==> config.mk <==
export PLATFORM = sky130hd
export DESIGN_NAME = sid_engine
export DESIGN_NICKNAME = d
export VERILOG_FILES = /design/src/sid_pkg.sv /design/src/sid_poll_timer.sv /design/src/sid_engine.sv
export SDC_FILE = /design/constraint.sdc
export NUM_CORES = 1
export LEC_CHECK = 0
export BUFFER_PORTS_ARGS = -buffer_cell sky130_fd_sc_hd__buf_2
export CAP_MARGIN = 40
export CORE_AREA = 2 2 206 208
export DETAILED_ROUTE_END_ITERATION = 8
export DIE_AREA = 0 0 208 210
export GPL_TIMING_DRIVEN = 1
export PLACE_DENSITY_LB_ADDON = 0.08
export SYNTH_ARGS = -nofsm -noshare
export SYNTH_HDL_FRONTEND = slang
export SYNTH_SLANG_ARGS = --single-unit
==> constraint.sdc <==
create_clock -name core_clk -period 3.25 [get_ports core_clk]
set_input_delay 0.325 -clock core_clk [delete_from_list [all_inputs] [get_ports core_clk]]
set_output_delay 0.325 -clock core_clk [all_outputs]
set_load 0.1 [all_outputs]
==> src/sid_pkg.sv <==
// Package: descriptor field layout, codes and states for the split interrupt descriptor engine
package sid_pkg;
    // Descriptor word widths
    localparam int DESC_W = 64;

    // DW0 fields
    localparam int V_BIT      = 0;
    localparam int XFER_LSB   = 3;
    localparam int XFER_W     = 15;

    // DW1 fields
    localparam int TOKEN_LSB  = 42;
    localparam int CLASS_LSB  = 44;
    localparam int SPLIT_BIT  = 46;
    localparam int SPEED_LSB  = 48;
    localparam int PORT_LSB   = 50;
    localparam int HUB_LSB    = 57;
    localparam int ID7_W      = 7;

    // DW2 fields
    localparam int POLL_LSB   = 3;
    localparam int POLL_W     = 5;
    localparam int START_LSB  = 8;
    localparam int START_W    = 16;

    // DW3 fields
    localparam int COUNT_LSB  = 32;
    localparam int COUNT_W    = 12;
    localparam int RETRY_LSB  = 55;
    localparam int TOGGLE_BIT = 57;
    localparam int PHASE_BIT  = 59;
    localparam int XERR_BIT   = 60;
    localparam int BABBLE_BIT = 61;
    localparam int HALT_BIT   = 62;
    localparam int ACTIVE_BIT = 63;

    // Token, speed and retry codes
    localparam logic [1:0] TOKEN_OUT  = 2'h0;
    localparam logic [1:0] TOKEN_IN   = 2'h1;
    localparam logic [1:0] SPEED_LOW  = 2'h2;
    localparam logic [1:0] SPEED_FULL = 2'h0;
    localparam logic [1:0] RETRY_NONE = 2'h0;

    // Polling exponent bounds; 4 means every frame of 8 microframes
    localparam logic [4:0] POLL_B_MIN = 5'h04;
    localparam logic [4:0] POLL_B_MAX = 5'h10;

    // Interrupt status bit positions
    localparam int IRQ_DONE  = 0;
    localparam int IRQ_HALT  = 1;
    localparam int IRQ_ERR   = 2;
    localparam int IRQ_W     = 3;

    // Register offsets (word addresses on the plain port)
    localparam logic [3:0] REG_STATUS = 4'h0;
    localparam logic [3:0] REG_MASK   = 4'h1;
    localparam logic [3:0] REG_STATE  = 4'h2;
    localparam logic [3:0] REG_COUNT  = 4'h3;
    localparam logic [3:0] REG_MFRAME = 4'h4;

    typedef enum logic [2:0] {
        SID_IDLE,
        SID_WAIT,
        SID_ISSUE,
        SID_RESULT,
        SID_WRBACK
    } sid_state_t;
endpackage

==> src/sid_poll_timer.sv <==
// Polling interval timer: fires once every 2^(b-1) microframes
`timescale 1ns/10ps
`default_nettype none
module sid_poll_timer
    import sid_pkg::*;
(
    input  wire logic        core_clk,
    input  wire logic        arst_n,
    input  wire logic        restart,
    input  wire logic        uframe_tick,
    input  wire logic [4:0]  poll_b,
    output logic             due
);
    logic [15:0] cnt_ff;
    logic [15:0] nxt_cnt;
    logic [15:0] period_m1;
    logic [4:0]  b_clamp;
    logic        wrap;

    // Out-of-range exponents are clamped so a bad field never stalls polling
    assign b_clamp   = (poll_b < POLL_B_MIN) ? POLL_B_MIN :
                       (poll_b > POLL_B_MAX) ? POLL_B_MAX : poll_b;
    assign period_m1 = 16'((17'h1 << (b_clamp - 5'h01)) - 17'h1);
    assign wrap      = uframe_tick && (cnt_ff >= period_m1);
    assign nxt_cnt   = restart ? 16'h0000 :
                       wrap ? 16'h0000 :
                       uframe_tick ? cnt_ff + 16'h0001 : cnt_ff;
    assign due       = wrap;

    // Microframe counter
    always_ff @(posedge core_clk or negedge arst_n) begin
        if (!arst_n) begin
            cnt_ff <= 16'h0000;
        end else begin
            cnt_ff <= nxt_cnt;
        end
    end
endmodule
`default_nettype wire

==> src/sid_engine.sv <==
// Split interrupt descriptor engine: decodes, schedules and writes back one descriptor
//
// Functional notes
// - Software loads the toggle before activation; hardware flips it per good transaction.
// - Retry budget 00 means no retry, 11 three; decremented on each error.
// - Bytes actually moved are written back into the transferred count field.
// - Payload start is an internal buffer memory address, not a processor address.
// - Polling interval is 2^(b-1) microframes for b from 4 to 16.
// - Exponent 4 runs the descriptor once in every frame.
// - Hub address field targets the hub for split tokens.
// - Port field gives the downstream hub or translator port for splits.
// - Speed code is honoured only for start and complete splits.
// - Split select: 0 plain high-speed, 1 split through a translator.
// - Token code 00 issues OUT, 01 issues IN.
// - Speed code 10 marks low speed, 00 marks full speed.
// - Hardware clears valid when done or on fatal error.
// - Halt flag set when any transfer status reports stall or halt.
//
// Added by the designer: the strobed register port and the placing of the registers.
`timescale 1ns/10ps
`default_nettype none
module sid_engine
    import sid_pkg::*;
(
    input  wire logic                 core_clk,
    input  wire logic                 arst_n,
    // Descriptor load and write back
    input  wire logic                 desc_load,
    input  wire logic [DESC_W-1:0]    desc_dw0,
    input  wire logic [DESC_W-1:0]    desc_dw1,
    input  wire logic [DESC_W-1:0]    desc_dw2,
    input  wire logic [DESC_W-1:0]    desc_dw3,
    output logic [DESC_W-1:0]         wb_dw0,
    output logic [DESC_W-1:0]         wb_dw3,
    output logic                      wb_valid,
    // Microframe timing
    input  wire logic                 uframe_tick,
    // Transaction request to the link engine
    output logic                      txn_req,
    output logic [1:0]                txn_token,
    output logic                      txn_split,
    output logic                      txn_complete,
    output logic                      txn_low_speed,
    output logic [ID7_W-1:0]          txn_hub_id,
    output logic [ID7_W-1:0]          txn_hub_port,
    output logic                      txn_toggle,
    output logic [START_W-1:0]        txn_buf_addr,
    output logic [COUNT_W-1:0]        txn_len,
    // Transaction result from the link engine
    input  wire logic                 res_valid,
    input  wire logic                 res_ok,
    input  wire logic                 res_err,
    input  wire logic                 res_babble,
    input  wire logic                 res_stall,
    input  wire logic [COUNT_W-1:0]   res_bytes,
    // Register port
    input  wire logic [3:0]           reg_addr,
    input  wire logic [31:0]          reg_wdata,
    input  wire logic                 reg_wr,
    input  wire logic                 reg_rd,
    output logic [31:0]               reg_rdata,
    output logic                      irq
);
    sid_state_t            state_ff;
    sid_state_t            nxt_state;
    logic [DESC_W-1:0]     dw0_ff;
    logic [DESC_W-1:0]     dw1_ff;
    logic [DESC_W-1:0]     dw2_ff;
    logic [DESC_W-1:0]     dw3_ff;
    logic [DESC_W-1:0]     nxt_dw0;
    logic [DESC_W-1:0]     nxt_dw3;
    logic                  hold_uf_ff;
    logic                  wb_valid_ff;
    logic [IRQ_W-1:0]      status_ff;
    logic [IRQ_W-1:0]      mask_ff;
    logic [31:0]           rdata_ff;
    logic [31:0]           nxt_rdata;
    logic [IRQ_W-1:0]      ev;
    logic [IRQ_W-1:0]      w1c;

    // ------------------------------------------------------------
    // Field decode
    // ------------------------------------------------------------
    logic                  f_valid;
    logic                  f_split;
    logic [1:0]            f_token;
    logic [1:0]            f_speed;
    logic [ID7_W-1:0]      f_hub;
    logic [ID7_W-1:0]      f_port;
    logic [START_W-1:0]    f_start;
    logic [POLL_W-1:0]     f_poll;
    logic [1:0]            f_retry;
    logic                  f_toggle;
    logic                  f_phase;
    logic                  f_active;
    logic [XFER_W-1:0]     f_xfer;

    assign f_valid  = dw0_ff[V_BIT];
    assign f_xfer   = dw0_ff[XFER_LSB +: XFER_W];
    assign f_token  = dw1_ff[TOKEN_LSB +: 2];
    assign f_split  = dw1_ff[SPLIT_BIT];
    assign f_speed  = dw1_ff[SPEED_LSB +: 2];
    assign f_port   = dw1_ff[PORT_LSB +: ID7_W];
    assign f_hub    = dw1_ff[HUB_LSB +: ID7_W];
    assign f_poll   = dw2_ff[POLL_LSB +: POLL_W];
    assign f_start  = dw2_ff[START_LSB +: START_W];
    assign f_retry  = dw3_ff[RETRY_LSB +: 2];
    assign f_toggle = dw3_ff[TOGGLE_BIT];
    assign f_phase  = dw3_ff[PHASE_BIT];
    assign f_active = dw3_ff[ACTIVE_BIT];

    // ------------------------------------------------------------
    // Polling schedule
    // ------------------------------------------------------------
    logic poll_due;
    logic poll_restart;

    assign poll_restart = desc_load;

    sid_poll_timer u_poll (
        .core_clk    (core_clk),
        .arst_n      (arst_n),
        .restart     (poll_restart),
        .uframe_tick (uframe_tick),
        .poll_b      (f_poll),
        .due         (poll_due)
    );

    // ------------------------------------------------------------
    // Transaction request outputs
    // ------------------------------------------------------------
    // Unknown token codes are never issued; the descriptor is retired instead
    logic tok_legal;
    logic can_run;

    assign tok_legal     = (f_token == TOKEN_OUT) || (f_token == TOKEN_IN);
    assign can_run       = f_valid && f_active;
    assign txn_req       = (state_ff == SID_ISSUE);
    assign txn_token     = f_token;
    assign txn_split     = f_split;
    assign txn_complete  = f_split && f_phase;
    // Speed only matters on splits; plain high-speed ignores it
    assign txn_low_speed = f_split && (f_speed == SPEED_LOW);
    assign txn_hub_id    = f_split ? f_hub : 7'h00;
    assign txn_hub_port  = f_split ? f_port : 7'h00;
    assign txn_toggle    = f_toggle;
    assign txn_buf_addr  = f_start;
    assign txn_len       = (f_xfer > XFER_W'(4095)) ? 12'hfff : f_xfer[COUNT_W-1:0];

    // ------------------------------------------------------------
    // Sequencer
    // ------------------------------------------------------------
    always_comb begin
        nxt_state = state_ff;
        unique case (state_ff)
            SID_IDLE: begin
                if (can_run) begin
                    nxt_state = SID_WAIT;
                end
            end
            SID_WAIT: begin
                // Complete split waits for the microframe after next, start split for its slot
                if (!can_run) begin
                    nxt_state = SID_IDLE;
                end else if (!tok_legal) begin
                    nxt_state = SID_WRBACK;
                end else if (txn_complete ? (uframe_tick && !hold_uf_ff) : poll_due) begin
                    nxt_state = SID_ISSUE;
                end
            end
            SID_ISSUE: begin
                nxt_state = SID_RESULT;
            end
            SID_RESULT: begin
                if (res_valid) begin
                    nxt_state = SID_WRBACK;
                end
            end
            SID_WRBACK: begin
                nxt_state = (nxt_dw0[V_BIT] && nxt_dw3[ACTIVE_BIT]) ? SID_WAIT : SID_IDLE;
            end
        endcase
    end

    // Result merge into the descriptor images
    always_comb begin
        nxt_dw0 = dw0_ff;
        nxt_dw3 = dw3_ff;
        if (state_ff == SID_WAIT && can_run && !tok_legal) begin
            nxt_dw0[V_BIT]      = 1'b0;
            nxt_dw3[ACTIVE_BIT] = 1'b0;
        end else if (state_ff == SID_RESULT && res_valid) begin
            nxt_dw3[COUNT_LSB +: COUNT_W] = res_bytes;
            nxt_dw3[BABBLE_BIT] = dw3_ff[BABBLE_BIT] | res_babble;
            if (res_stall) begin
                nxt_dw3[HALT_BIT]   = 1'b1;
                nxt_dw3[ACTIVE_BIT] = 1'b0;
                nxt_dw0[V_BIT]      = 1'b0;
            end else if (res_err) begin
                if (f_retry == RETRY_NONE) begin
                    nxt_dw3[XERR_BIT]   = 1'b1;
                    nxt_dw3[ACTIVE_BIT] = 1'b0;
                    nxt_dw0[V_BIT]      = 1'b0;
                end else begin
                    nxt_dw3[RETRY_LSB +: 2] = f_retry - 2'h1;
                end
            end else if (res_ok) begin
                if (f_split && !f_phase) begin
                    nxt_dw3[PHASE_BIT] = 1'b1;
                end else begin
                    nxt_dw3[TOGGLE_BIT] = ~f_toggle;
                    nxt_dw3[PHASE_BIT]  = 1'b0;
                    nxt_dw3[ACTIVE_BIT] = 1'b0;
                    nxt_dw0[V_BIT]      = 1'b0;
                end
            end
        end
    end

    // State and descriptor registers
    always_ff @(posedge core_clk or negedge arst_n) begin
        if (!arst_n) begin
            state_ff <= SID_IDLE;
            dw0_ff   <= '0;
            dw1_ff   <= '0;
            dw2_ff   <= '0;
            dw3_ff   <= '0;
        end else if (desc_load) begin
            state_ff <= SID_IDLE;
            dw0_ff   <= desc_dw0;
            dw1_ff   <= desc_dw1;
            dw2_ff   <= desc_dw2;
            dw3_ff   <= desc_dw3;
        end else begin
            state_ff <= nxt_state;
            dw0_ff   <= nxt_dw0;
            dw3_ff   <= nxt_dw3;
        end
    end

    // Marks the microframe of a start split so its complete goes later
    always_ff @(posedge core_clk or negedge arst_n) begin
        if (!arst_n) begin
            hold_uf_ff <= 1'b0;
        end else if (state_ff == SID_ISSUE) begin
            hold_uf_ff <= 1'b1;
        end else if (uframe_tick) begin
            hold_uf_ff <= 1'b0;
        end
    end

    // Write-back strobe one cycle after the merge
    always_ff @(posedge core_clk or negedge arst_n) begin
        if (!arst_n) begin
            wb_valid_ff <= 1'b0;
        end else begin
            wb_valid_ff <= (state_ff == SID_WRBACK);
        end
    end

    assign wb_valid = wb_valid_ff;
    assign wb_dw0   = dw0_ff;
    assign wb_dw3   = dw3_ff;

    // ------------------------------------------------------------
    // Interrupt status and register port
    // ------------------------------------------------------------
    logic done_ev;
    logic wr_status;
    logic wr_mask;

    assign done_ev   = (state_ff == SID_WRBACK) && !(nxt_dw0[V_BIT]);
    assign ev[IRQ_DONE] = done_ev;
    assign ev[IRQ_HALT] = (state_ff == SID_RESULT) && res_valid && res_stall;
    assign ev[IRQ_ERR]  = (state_ff == SID_RESULT) && res_valid && res_err;
    assign wr_status = reg_wr && (reg_addr == REG_STATUS);
    assign wr_mask   = reg_wr && (reg_addr == REG_MASK);
    assign w1c       = wr_status ? reg_wdata[IRQ_W-1:0] : '0;
    assign irq       = |(status_ff & mask_ff);

    // Set wins over a same-cycle clear so no event is lost
    always_ff @(posedge core_clk or negedge arst_n) begin
        if (!arst_n) begin
            status_ff <= '0;
            mask_ff   <= '0;
        end else begin
            status_ff <= (status_ff & ~w1c) | ev;
            if (wr_mask) begin
                mask_ff <= reg_wdata[IRQ_W-1:0];
            end
        end
    end

    // Read mux; unmapped offsets read zero
    always_comb begin
        nxt_rdata = 32'h0000_0000;
        unique case (reg_addr)
            REG_STATUS: nxt_rdata = {29'h0, status_ff};
            REG_MASK:   nxt_rdata = {29'h0, mask_ff};
            REG_STATE:  nxt_rdata = {24'h0, 1'b0, 3'(state_ff), f_phase,
                                     f_toggle, f_retry};
            REG_COUNT:  nxt_rdata = {20'h0, dw3_ff[COUNT_LSB +: COUNT_W]};
            REG_MFRAME: nxt_rdata = {27'h0, f_poll};
            default:    nxt_rdata = 32'h0000_0000;
        endcase
    end

    always_ff @(posedge core_clk or negedge arst_n) begin
        if (!arst_n) begin
            rdata_ff <= 32'h0000_0000;
        end else begin
            rdata_ff <= reg_rd ? nxt_rdata : 32'h0000_0000;
        end
    end

    assign reg_rdata = rdata_ff;
endmodule
`default_nettype wire

After elaboration in Yosys (flattened, before gate mapping)
Cells that the tools add are included.
- add/sub/neg operators: 4
- order comparisons: 4
- eq/ne operators: 18
- shift operators: 1
- mux-type cells: 56
- bitwise logic cells: 6
- reduce and logical (&&, ||, !) cells: 39
- operator list (operator ; count):
    2-to-1 mux 64 bit ; 1
    one-hot mux 12 bit (5 select lines) ; 1
    2-to-1 mux 16 bit ; 3
    2-to-1 mux 12 bit ; 3
    2-to-1 mux 32 bit ; 1
    2-to-1 mux 3 bit ; 10
    2-to-1 mux 1 bit ; 27
    adder 16 x 1 -> 16 bit, second input constant ; 1
    >= comparator 16 bit ; 1
    left shift 1 x 5 -> 16 bit, first input constant ; 1
    subtractor 16 x 1 -> 16 bit, second input constant ; 1
    greater-than comparator 15 x 12 -> 1 bit, second input constant ; 1
    logical AND 1 bit ; 15
    2-to-1 mux 5 bit ; 3
    one-hot mux 3 bit (5 select lines) ; 1
    AND reduction 5 bit ; 3
    2-to-1 mux 7 bit ; 2
    nonzero test 2 bit ; 6
    inequality test 2 bit, second input constant ; 5
    equality test 4 x 2 -> 1 bit, second input constant ; 2
    AND 3 bit ; 2
    equality test 3 x 2 -> 1 bit, second input constant ; 2
    2-to-1 mux 2 bit ; 3
    inequality test 3 bit, second input constant ; 2
    other kinds (26) ; 31
- flip-flop bits (word level): 275
- input port bits: 315
- output and inout bits: 211

Longest topological paths before layout
Gate-level depths: netlist of the first run.
- depth in word-level cells: 14
- gate-level depth with buffers: 13

Hierarchy
Synthesis of the first run repeated with hierarchy kept, for this count alone.
- cells, all modules: 795
- area total of the unflattened synthesis: 9663.0 µm²
- by module, submodules not included (module ; instances ; cells an instance ; area each (µm²) ; sequential area each (µm²)):
    sid_engine ; 1 ; 581 ; 8025.2 ; 4779.6
    sid_poll_timer ; 1 ; 214 ; 1637.8 ; 400.4

Worst setup path before layout of the first run
No wires, ideal clock.
- path kind: register -> register
- from: register dw1_ff[46]
- to: register state_ff[0]
- setup time: 123 ps
- arrival: 2714 ps
- required time: 3127 ps
- slack: 413 ps
- cell stages (with the launch flop): 6
- path buffers: 0
- cell sequence: dfrtp_1 > and2_1 > a311o_1 > o32a_1 > o21ai_0 > o221a_2
- elaborated cells between the ends (all ways): 21
- RTL lines (item ; RTL line ; text):
    start, declared ; sid_engine.sv:67 ; logic [DESC_W-1:0] dw1_ff;
    start signal, assigned ; sid_engine.sv:231 ; dw1_ff <= desc_dw1;
    logical AND 1 bit ; sid_engine.sv:141 ; assign txn_complete = f_split && f_phase;
    net txn_complete ; sid_engine.sv:42 ; output logic txn_complete,
    2-to-1 mux 1 bit ; sid_engine.sv:167 ; end else if (txn_complete ? (uframe_tick && !hold_uf_ff) : poll_due) begin
    inequality test 5 bit (no line) ; -- ;
    AND reduction 3 bit (no line) ; -- ;
    end signal, assigned ; sid_engine.sv:235 ; state_ff <= nxt_state;
    end, declared ; sid_engine.sv:64 ; sid_state_t state_ff;
The timed path passes the listed nets, and every way through them passes these cells. The select of a mux whose other input is x is not followed.
A chain may end at the register's enable or synchronous reset.

Worst setup path after layout of the first run
- from: register dw2_ff[4]
- to: register u_poll.cnt_ff[7]
- word-level cells in the longest chain between the ends: 10
- elaborated cells between the ends (all ways): 12
- RTL lines (item ; RTL line ; text):
    start, declared ; sid_engine.sv:68 ; logic [DESC_W-1:0] dw2_ff;
    start signal, assigned ; sid_engine.sv:232 ; dw2_ff <= desc_dw2;
    greater-than comparator 5 bit ; sid_poll_timer.sv:22 ; (poll_b > POLL_B_MAX) ? POLL_B_MAX : poll_b;
    2-to-1 mux 5 bit ; sid_poll_timer.sv:22 ;
    2-to-1 mux 5 bit (*) ; sid_poll_timer.sv:21 ; assign b_clamp = (poll_b < POLL_B_MIN) ? POLL_B_MIN :
    subtractor 5 x 1 -> 5 bit (*) ; sid_poll_timer.sv:23 ; assign period_m1 = 16'((17'h1 << (b_clamp - 5'h01)) - 17'h1);
    left shift 1 x 5 -> 16 bit (*) ; sid_poll_timer.sv:23 ;
    subtractor 16 x 1 -> 16 bit (*) ; sid_poll_timer.sv:23 ;
    >= comparator 16 bit (*) ; sid_poll_timer.sv:24 ; assign wrap = uframe_tick && (cnt_ff >= period_m1);
    logical AND 1 bit (*) ; sid_poll_timer.sv:24 ;
    2-to-1 mux 16 bit ; sid_poll_timer.sv:26 ; wrap ? 16'h0000 :
    2-to-1 mux 16 bit ; sid_poll_timer.sv:25 ; assign nxt_cnt = restart ? 16'h0000 :
    end signal, assigned ; sid_poll_timer.sv:35 ; cnt_ff <= nxt_cnt;
    end, declared ; sid_poll_timer.sv:14 ; logic [15:0] cnt_ff;
Mark *: on every way between the ends. The rest lies on a longest branch, timed or not.

==> results of run 1 <==
-- final timing paths --
check	start	to	slack (ns)
max	dw2_ff[4]	u_poll.cnt_ff[7]	0.42
min	desc_dw0[58]	wb_dw0[58]	0.05
max reg2reg	dw2_ff[4]	u_poll.cnt_ff[7]	0.42
min reg2reg	dw1_ff[48]	dw1_ff[48]	0.50
max in group asynchronous	arst_n	u_poll.cnt_ff[5]	1.96
min in group asynchronous	arst_n	wb_dw3[22]	0.34
-- through the flow --
stage	cells	area, um^2	total power [uW]	hold WS, ns
after global routing	1868	14500	9580	0.0165
after global placement	1646	11800	5780	0.383
after CTS	1865	14400	9340	0.00773
final	1868	14500	9160	0.0478
after floorplan	780	9430	5220	0.0294
after detailed placement	1647	11800	5780	0.379
-- metal layers --
layer / track usage / wire (um) / part of all wire
met2: 0.240 / 15300 / 0.49
met1: 0.168 / 12800 / 0.41
met5: 0 / 13 / 0.00042
met3: 0.0435 / 2420 / 0.078
met4: 0.0401 / 711 / 0.023
-- placed cells by master, fill, tap and decap left out, types with 3 or more instances in the layout --
cell type and count:
mux2i_1 13, nand2b_1 15, a22o_1 7, clkbuf_8 5, inv_1 13, clkbuf_1 4, nor4_1 4, and3_1 12
a22oi_1 9, a222oi_1 3, nor2_1 22, and4_1 3, buf_2 386, mux2_2 150, and2_1 19, conb_1 24
a31oi_1 22, o31ai_1 3, diode_2 3, nand3_1 12, buf_4 13, nand2_1 43, nand4_1 4, dfrtp_1 207
nor3_1 5, clkinv_2 6, dlygate4sd3_1 169, clkbuf_16 27, or4_1 3, bufinv_16 6, or2_2 3, o21ai_0 35
nor2b_1 5, ha_1 19, or3_1 5, a21oi_1 18
-- where the power goes --
part	leakage [uW]	total, uW	switching, uW	internal (uW)
clock network	0.000479	3280	1200	2090
logic	0.00392	2880	2220	664
registers	0.00251	3000	173	2820
total	0.00691	9160	3590	5570
-- cell type report --
cell class / instances / share of cell area
sequential: 207 / 0.358
timing repair buffer: 573 / 0.263
multi-input combinational: 484 / 0.261
clock buffer: 35 / 0.0516
tap: 539 / 0.0467
clock inverter: 14 / 0.0157
inverter: 13 / 0.00338
antenna: 3 / 0.000519
-- registers in the layout, indices dropped and copies added (netlist names) --
register       count
reg_rdata         12
dw1_ff            19
u_poll.cnt_ff     16
mask_ff            3
dw2_ff            21
wb_dw0            64
status_ff          3
hold_uf_ff         1
wb_dw3            64
wb_valid           1
state_ff           3
-- logic make-up (layout without fill, tap and decap cells) --
logic type               Yosys count  in the layout
other                              2             27
buffers and inverters             89            635
multiplexers                     163            163
flip-flops                       207            207
XOR/XNOR                           2              2
adder cells (fa/ha/maj)           19             19
AND/OR/NAND/NOR                  163            163
AO/OA/AOI/OAI                    113            113
-- repair_timing --
action,in CTS,in global routing
hold buffers,169,0
setup buffers,0,0
endpoints found under the hold margin,244,0
-- critical path: cells and delay by family (launching register included) --
| family | cells | cell delay (ns) |
|---|---|---|
| flops | 1 | 0.42 |
| fa+ha+maj | 1 | 0.29 |
| simple gates | 4 | 0.70 |
| buf+inv | 2 | 0.39 |
| compound gates | 5 | 0.93 |
==> flow_summary.toml, run 1 <==
[setup_path]
crit_arrival_ns = 3.29
critPathKind = "reg -> reg"
critPathSlowestCell = "or4_1"
cpPeakStageDelay_ns = 0.45
reg2reg_depth = 12
cp.required_ns = 3.71
cp_max_fo = 8
path_cells = "buf_4 > nand2_1 > nor2_1 > nor2_1 > ha_1 > a21o_1 > a21o_1 > a221oi_2 > o31ai_2 > buf_4 > or4_1 > o21ai_0"
crit_path_start_kind = "flip-flop"
critical_path.endpoint_type = "flip-flop"

[synthesis]
synth.most_common_cell = "dfrtp_1"
synth_compound_area_frac = 0.0788
ys_top_cells_by_area = "dfrtp_1 (55%), mux2_2 (18%), buf_4 (3.1%)"
synth_top_area_cell = "dfrtp_1"
synth_fa_ha_area_frac = 0.0254
synth_top_area_share = 0.554
synth_xor_area_frac = 0.00187
ys_seq_elements = 207
synth_top_family_by_area = "multiplexers"
syn_inst = 758
synthTopCellsByCount = "dfrtp_1 (207), mux2_2 (150), nand2_1 (43), buf_4 (39)"
async_flop_share = 1.00
synth_mux_area_frac = 0.195
seq_area_frac_synth = 0.554
synth-main-ff-cell = "dfrtp_1"
synth_cell_types = 52
ys_warn_count = 0
syn-cell-area_mm2 = 0.00935
yosys.area_share.simple = 0.0929
synth_edf_count = 0
syn_area_per_cell_um2 = 12.3

[pwr]
ir_worst_vdd_v = 0.000349
p_leak_uw = 0.00691
power_density_mw_per_mm2 = 634

[timing]
finClkSkew_ns = 0.0246
max_slew_margin = 0.374
tightest_slew_ns = 0.939
period_share = 0.872
setup_tns_ns = 0
fin_crit_ns = 2.83
rsz0062_at_grt = "no"
worst_slack_ns = 0.417
slew_violations = 0
setup_viol = 0
max_freq_mhz = 353
hold_viol = 0

[finish]
multi_input_area_mm2 = 0.00377
seq_area_mm2 = 0.00518
layout-drive-gt1-share = 0.459
area_delta_synth_final_pct = 54.6
final.fill_count = 4266
final_nets = 1640
fin_util = 0.348

[global_routing]
grt-ovfl-total = 0
grt_pass1_vias = 8475
grt_first_pass_wirelength_um = 48500
antenna_found_initial = 4
grt_max_degree = 127
grt_usage = 0.139

[place]
routabilityCongestion = 0.709
port_buffers = 388
dp_hpwl_um = 22200
dp_slack_ns = 0.440

[drt]
drt-total-wl_um = 31200
post-route-drc-count = 0
vias_per_cell = 4.21
drt_iter0_drc = 344
drtAntennaViolNets = 0
dr.pass1.iters = 4
vias = 7857
avgRoutedWirePerCell_um = 16.7

[clocking]
clockBufferDepth = 3
h-tree-depth = 1
cts.sinks = 207
path_clk_slew_ns = 0.06
cts_tree = "built"
cts-root-buf = "clkbuf_16"
cts_buffers = 27
clock_latency_ns = 0.55
ctsResizeCount = 0

[floorplan]
core_mm2 = 0.0415
die_y_um = 210
rows = 75
dieArea_mm2 = 0.0437
dieWidth_um = 208
start_util = 0.225
io_pins = 526

[status]
status = "complete, no violations"

[run]
cap_violations = 0

[hold_path]
hp-class = "in -> reg"
min_path_cells = 2
Note: power is estimated with default switching activity, not from simulation.
==> run 2, diff against run 1 <==
- REMOVE_ABC_BUFFERS: unset -> 1
==> flow_summary.toml, run 2 (same netlist as run 1, synthesis figures left out) <==
[hold_path]
hp-class = "in -> reg"

[finish]
fin_util = 0.345
final_nets = 1643
final_common_cell = "buf_2"
area_delta_synth_final_pct = 53.3
layout_common_cells = "buf_2 (386), dfrtp_1 (207), dlygate4sd3_1 (170), mux2_2 (150), nand2_1 (43)"
layout-drive-gt1-share = 0.456

[pwr]
p_total_uw = 8710
ir_worst_vdd_v = 0.000368
p_leak_uw = 0.00685
power_density_mw_per_mm2 = 608

[timing]
rsz0062_at_grt = "no"
setup_tns_ns = 0
hold_viol = 0
max_freq_mhz = 353
finClkSkew_ns = 0.0111
timing.hold.ws_ns = 0.0376
period_share = 0.872
max_slew_margin = 0.495
tightest_slew_ns = 0.756
slew_violations = 0
fin_crit_ns = 2.83
setup_viol = 0

[setup_path]
cpPeakStageDelay_ns = 0.54
cp_max_fo = 11
critPathKind = "reg -> reg"
cp.required_ns = 3.73
critPathTopFamily = "compound AO/OA/AOI/OAI gates"
crit_path_frequent_cell = "a31oi_1"
crit_buf_inv = 0
path_cells = "or2_2 > a31oi_1 > ha_1 > a21oi_1 > o21ai_0 > a221oi_2 > o31a_1 > a31oi_1 > o21ba_2"
critPathSlowestCell = "o31a_1"
crit_path_start_kind = "flip-flop"
crit_arrival_ns = 3.32
critical_path.endpoint_type = "flip-flop"

[floorplan]
io_pins = 526
rows = 75
dieWidth_um = 208
core_mm2 = 0.0415
start_util = 0.225
dieArea_mm2 = 0.0437
die_y_um = 210

[clocking]
ctsResizeCount = 0
cts_buffers = 27
cts.sinks = 207
clock_latency_ns = 0.55
clockBufferDepth = 3
cts_tree = "built"
cts-root-buf = "clkbuf_16"
path_clk_slew_ns = 0.05
h-tree-depth = 1

[drt]
dr.pass1.iters = 5
vias = 7872
post-route-drc-count = 0
drt_iter0_drc = 229
drtAntennaViolNets = 0
drt-total-wl_um = 31600
avgRoutedWirePerCell_um = 16.9
vias_per_cell = 4.22

[status]
status = "complete, no violations"

[global_routing]
grt_max_degree = 119
antenna_found_initial = 7
grt_usage = 0.141
grt-ovfl-total = 0
grt_pass1_vias = 8322
grt_first_pass_wirelength_um = 48500

[run]
cap_violations = 0

[place]
dp_hpwl_um = 23100
routabilityCongestion = 0.738
port_buffers = 388
## run 2: final timing paths
check | slack (ns) | endpoint | cells after the start | start
worst max-delay path | 0.42 | u_poll.cnt_ff[11] | 9 | dw2_ff[3]
worst min-delay path | 0.04 | dw2_ff[6] | 2 | desc_dw2[6]
worst max register to register | 0.42 | u_poll.cnt_ff[11] | 9 | dw2_ff[3]
worst min register to register | 0.50 | dw1_ff[48] | 1 | dw1_ff[48]
max in group asynchronous | 2.03 | wb_dw0[61] | 3 | arst_n
min in group asynchronous | 0.44 | dw2_ff[13] | 2 | arst_n
## run 2: metal layers
layer | wire length [um] | global-route usage | share of wire
met2 | 15300 | 0.238 | 0.48
met4 | 686 | 0.0330 | 0.022
met1 | 12800 | 0.169 | 0.41
met5 | 60 | 0 | 0.0019
met3 | 2770 | 0.0529 | 0.087
## run 2: final cells by class
class,count,area (um^2)
fill,4261,27100
sequential,207,5180
clock buffer,40,795
antenna,2,5.00
inverter,13,48.8
tap,539,674
multi-input combinational,484,3770
timing repair buffer,576,3820
clock inverter,6,33.8
## run 2: stage by stage
step	setup WS (ns)	instance area, um^2	std cells
after floorplan	0.313	9000	704
after global placement	0.388	11800	1648
after detailed placement	0.393	11800	1649
after CTS	0.378	14300	1865
after global routing	0.139	14300	1867
final	0.416	14300	1867
## run 2: timing repair
| item | 4_1_cts | 5_1_grt |
|---|---|---|
| setup buffers | 0 | 0 |
| setup endpoints to repair | 0 | 0 |
| endpoints found under the hold margin | 254 | 0 |
| hold buffers | 170 | 0 |
## run 2: power breakdown
part	internal (uW)	switching [uW]	total, uW	leakage (uW)
sequential	2820	179	3000	0.00251
combinational	662	2210	2870	0.00393
clock	1670	1160	2830	0.000414
total	5160	3550	8710	0.00685
==> run 3, diff against run 2 <==
- CORE_AREA: 2 2 206 208 -> 2 2 203 205
- DIE_AREA: 0 0 208 210 -> 0 0 205 207
- GPL_TIMING_DRIVEN: 1 -> 0
- SYNTH_HIERARCHICAL: unset -> 1
- clock period: 3.25 -> 3.4 ns (I/O delays scaled with it)
==> flow_summary.toml, run 3 <==
[timing]
slew_violations = 0
max_freq_mhz = 321
setup_viol = 0
max_slew_margin = 0.392
tightest_slew_ns = 0.912
finClkSkew_ns = 0.0155
period_share = 0.916
rsz0062_at_grt = "no"
hold_viol = 0
worst_slack_ns = 0.286
timing.hold.ws_ns = 0.0258
fin_crit_ns = 3.11

[synthesis]
synth_edf_count = 0
ys_seq_elements = 207
synth-main-ff-cell = "dfrtp_1"
ys_top_cells_by_area = "dfrtp_1 (54%), mux2_2 (18%), buf_4 (3.2%)"
synth_xor_area_frac = 0.00181
synth_cell_types = 62
syn-cell-area_mm2 = 0.00966
yosys.area_share.simple = 0.100
async_flop_share = 1.00
synth_top_area_share = 0.536
seq_area_frac_synth = 0.536
synth_fa_ha_area_frac = 0.0246
syn_area_per_cell_um2 = 12.2
ys_warn_count = 6
synth_top_area_cell = "dfrtp_1"
synth.most_common_cell = "dfrtp_1"
synth_mux_area_frac = 0.193
synth_compound_area_frac = 0.0858
synth_top_family_by_area = "multiplexers"
syn_inst = 795
synthTopCellsByCount = "dfrtp_1 (207), mux2_2 (154), nand2_1 (62), buf_4 (41), o21ai_0 (27)"

[setup_path]
crit_path_frequent_cell = "a31oi_1"
critPathKind = "reg -> reg"
cp.required_ns = 3.80
cp_max_fo = 9
crit_arrival_ns = 3.52
cpPeakStageDelay_ns = 0.46
path_cells = "or2_2 > a31oi_1 > ha_1 > a21oi_1 > o21ai_1 > a211oi_4 > buf_6 > o21ai_0 > and2_1 > a21boi_0 > a31oi_1 > buf_4 > a21bo_1 > o32ai_1"
crit_buf_inv = 2
critPathSlowestCell = "dfrtp_2"
critical_path.endpoint_type = "flip-flop"
crit_path_start_kind = "flip-flop"
critPathTopFamily = "compound AO/OA/AOI/OAI gates"

[floorplan]
die_y_um = 207
rows = 74
dieArea_mm2 = 0.0424
io_pins = 526
dieWidth_um = 205
start_util = 0.239
core_mm2 = 0.0404

[finish]
final_common_cell = "buf_2"
final.fill_count = 4131
final_nets = 1660
layout-drive-gt1-share = 0.461
layout_common_cells = "buf_2 (386), dfrtp_1 (202), dlygate4sd3_1 (156), mux2_2 (154), nand2_1 (62)"
area_delta_synth_final_pct = 50.2

[place]
dp_slack_ns = -0.302
port_buffers = 388
routabilityCongestion = 0.699
dp_hpwl_um = 22300

[drt]
vias = 8155
avgRoutedWirePerCell_um = 16.6
drtAntennaViolNets = 0
drt_iter0_drc = 340
vias_per_cell = 4.35
post-route-drc-count = 0
dr.pass1.iters = 4
drt-total-wl_um = 31200

[global_routing]
grt_max_degree = 111
grt_usage = 0.144
antenna_found_initial = 2
grt-ovfl-total = 0
grt_pass1_vias = 8405
grt_first_pass_wirelength_um = 48700

[clocking]
cts_buffers = 28
cts_tree = "built"
cts-root-buf = "clkbuf_16"
h-tree-depth = 1
cts.sinks = 207
clock_latency_ns = 0.56
clockBufferDepth = 3
path_clk_slew_ns = 0.06

[pwr]
p_total_uw = 8240
p_leak_uw = 0.00674
ir_worst_vdd_v = 0.000451
power_density_mw_per_mm2 = 567

[hold_path]
hp-class = "in -> reg"

[run]
cap_violations = 0

[status]
status = "complete, no violations"
==> run 3: metal layers <==
| layer | global-route usage | part of all wire | wire [um] |
|---|---|---|---|
| met1 | 0.178 | 0.41 | 12800 |
| met2 | 0.238 | 0.48 | 15100 |
| met3 | 0.0529 | 0.087 | 2700 |
| met4 | 0.0340 | 0.020 | 622 |
| met5 | 0 | 0 | 0 |
==> run 3: power by group <==
| part | leakage (uW) | total, uW | switching, uW | internal (uW) |
|---|---|---|---|---|
| sequential | 0.00251 | 2830 | 152 | 2680 |
| combinational | 0.00381 | 2620 | 2030 | 588 |
| clock | 0.000415 | 2780 | 1120 | 1660 |
==> run 3: what timing repair did <==
action	CTS	global route
buffers inserted	1	9
hold endpoints to repair	256	0
endpoints found under the setup margin	9	3
hold buffers	156	0
gates resized for setup	1	9
pin swaps	1	1
==> run 3: layout make-up <==
| class | instances | area (um^2) | area share |
|---|---|---|---|
| diodes | 2 | 5.00 | 0.000345 |
| clock buffers | 36 | 741 | 0.0510 |
| clock inverters | 8 | 101 | 0.00698 |
| inverters | 15 | 56.3 | 0.00388 |
| multi-input cells | 512 | 4050 | 0.279 |
| flip-flops and latches | 207 | 5190 | 0.357 |
| well taps | 532 | 666 | 0.0459 |
| repair buffers | 562 | 3720 | 0.256 |
==> run 3: cells by family after synthesis <==
group                      count (synthesis)
DFF                                      207
and+or+nand+nor                          180
muxes                                    167
AOI/OAI and AO/OA                        120
buffers and inverters                     98
adders and majority gates                 19
other                                      2
xor gates and xnor gates                   2
==> run 3: worst register-to-register path, cell delays in order, from the launching register on <==
cell      delay [ns]
dfrtp_2         0.46
or2_2           0.33
a31oi_1         0.23
ha_1            0.29
a21oi_1         0.13
o21ai_1         0.12
a211oi_4        0.31
buf_6           0.17
o21ai_0         0.07
and2_1          0.16
a21boi_0        0.11
a31oi_1         0.25
buf_4           0.15
a21bo_1         0.12
o32ai_1         0.08
==> run 3: path summary, 6_finish.rpt <==
path | slack, ns | from | cells past startpoint | endpoint
min in group asynchronous | 0.40 | arst_n | 2 | u_poll/cnt_ff[13]
worst max-delay path | 0.29 | dw2_ff[4] | 14 | state_ff[1]
worst max register to register | 0.29 | dw2_ff[4] | 14 | state_ff[1]
max in group asynchronous | 1.99 | arst_n | 3 | wb_dw0[20]
worst min register to register | 0.50 | wb_dw0[58] | 1 | wb_dw0[58]
worst min-delay path | 0.03 | desc_dw3[34] | 3 | wb_dw3[34]
==> run 3: through the flow <==
step / cell area (um^2) / instances / util / TNS (ns)
after detailed placement: 12000 / 1662 / 0.297 / -0.700
after CTS: 14400 / 1863 / 0.357 / 0
final: 14500 / 1874 / 0.360 / 0
after floorplan: 9250 / 734 / - / -1.68
after global placement: 11900 / 1654 / 0.294 / -630.77
after global routing: 14500 / 1874 / 0.360 / 0
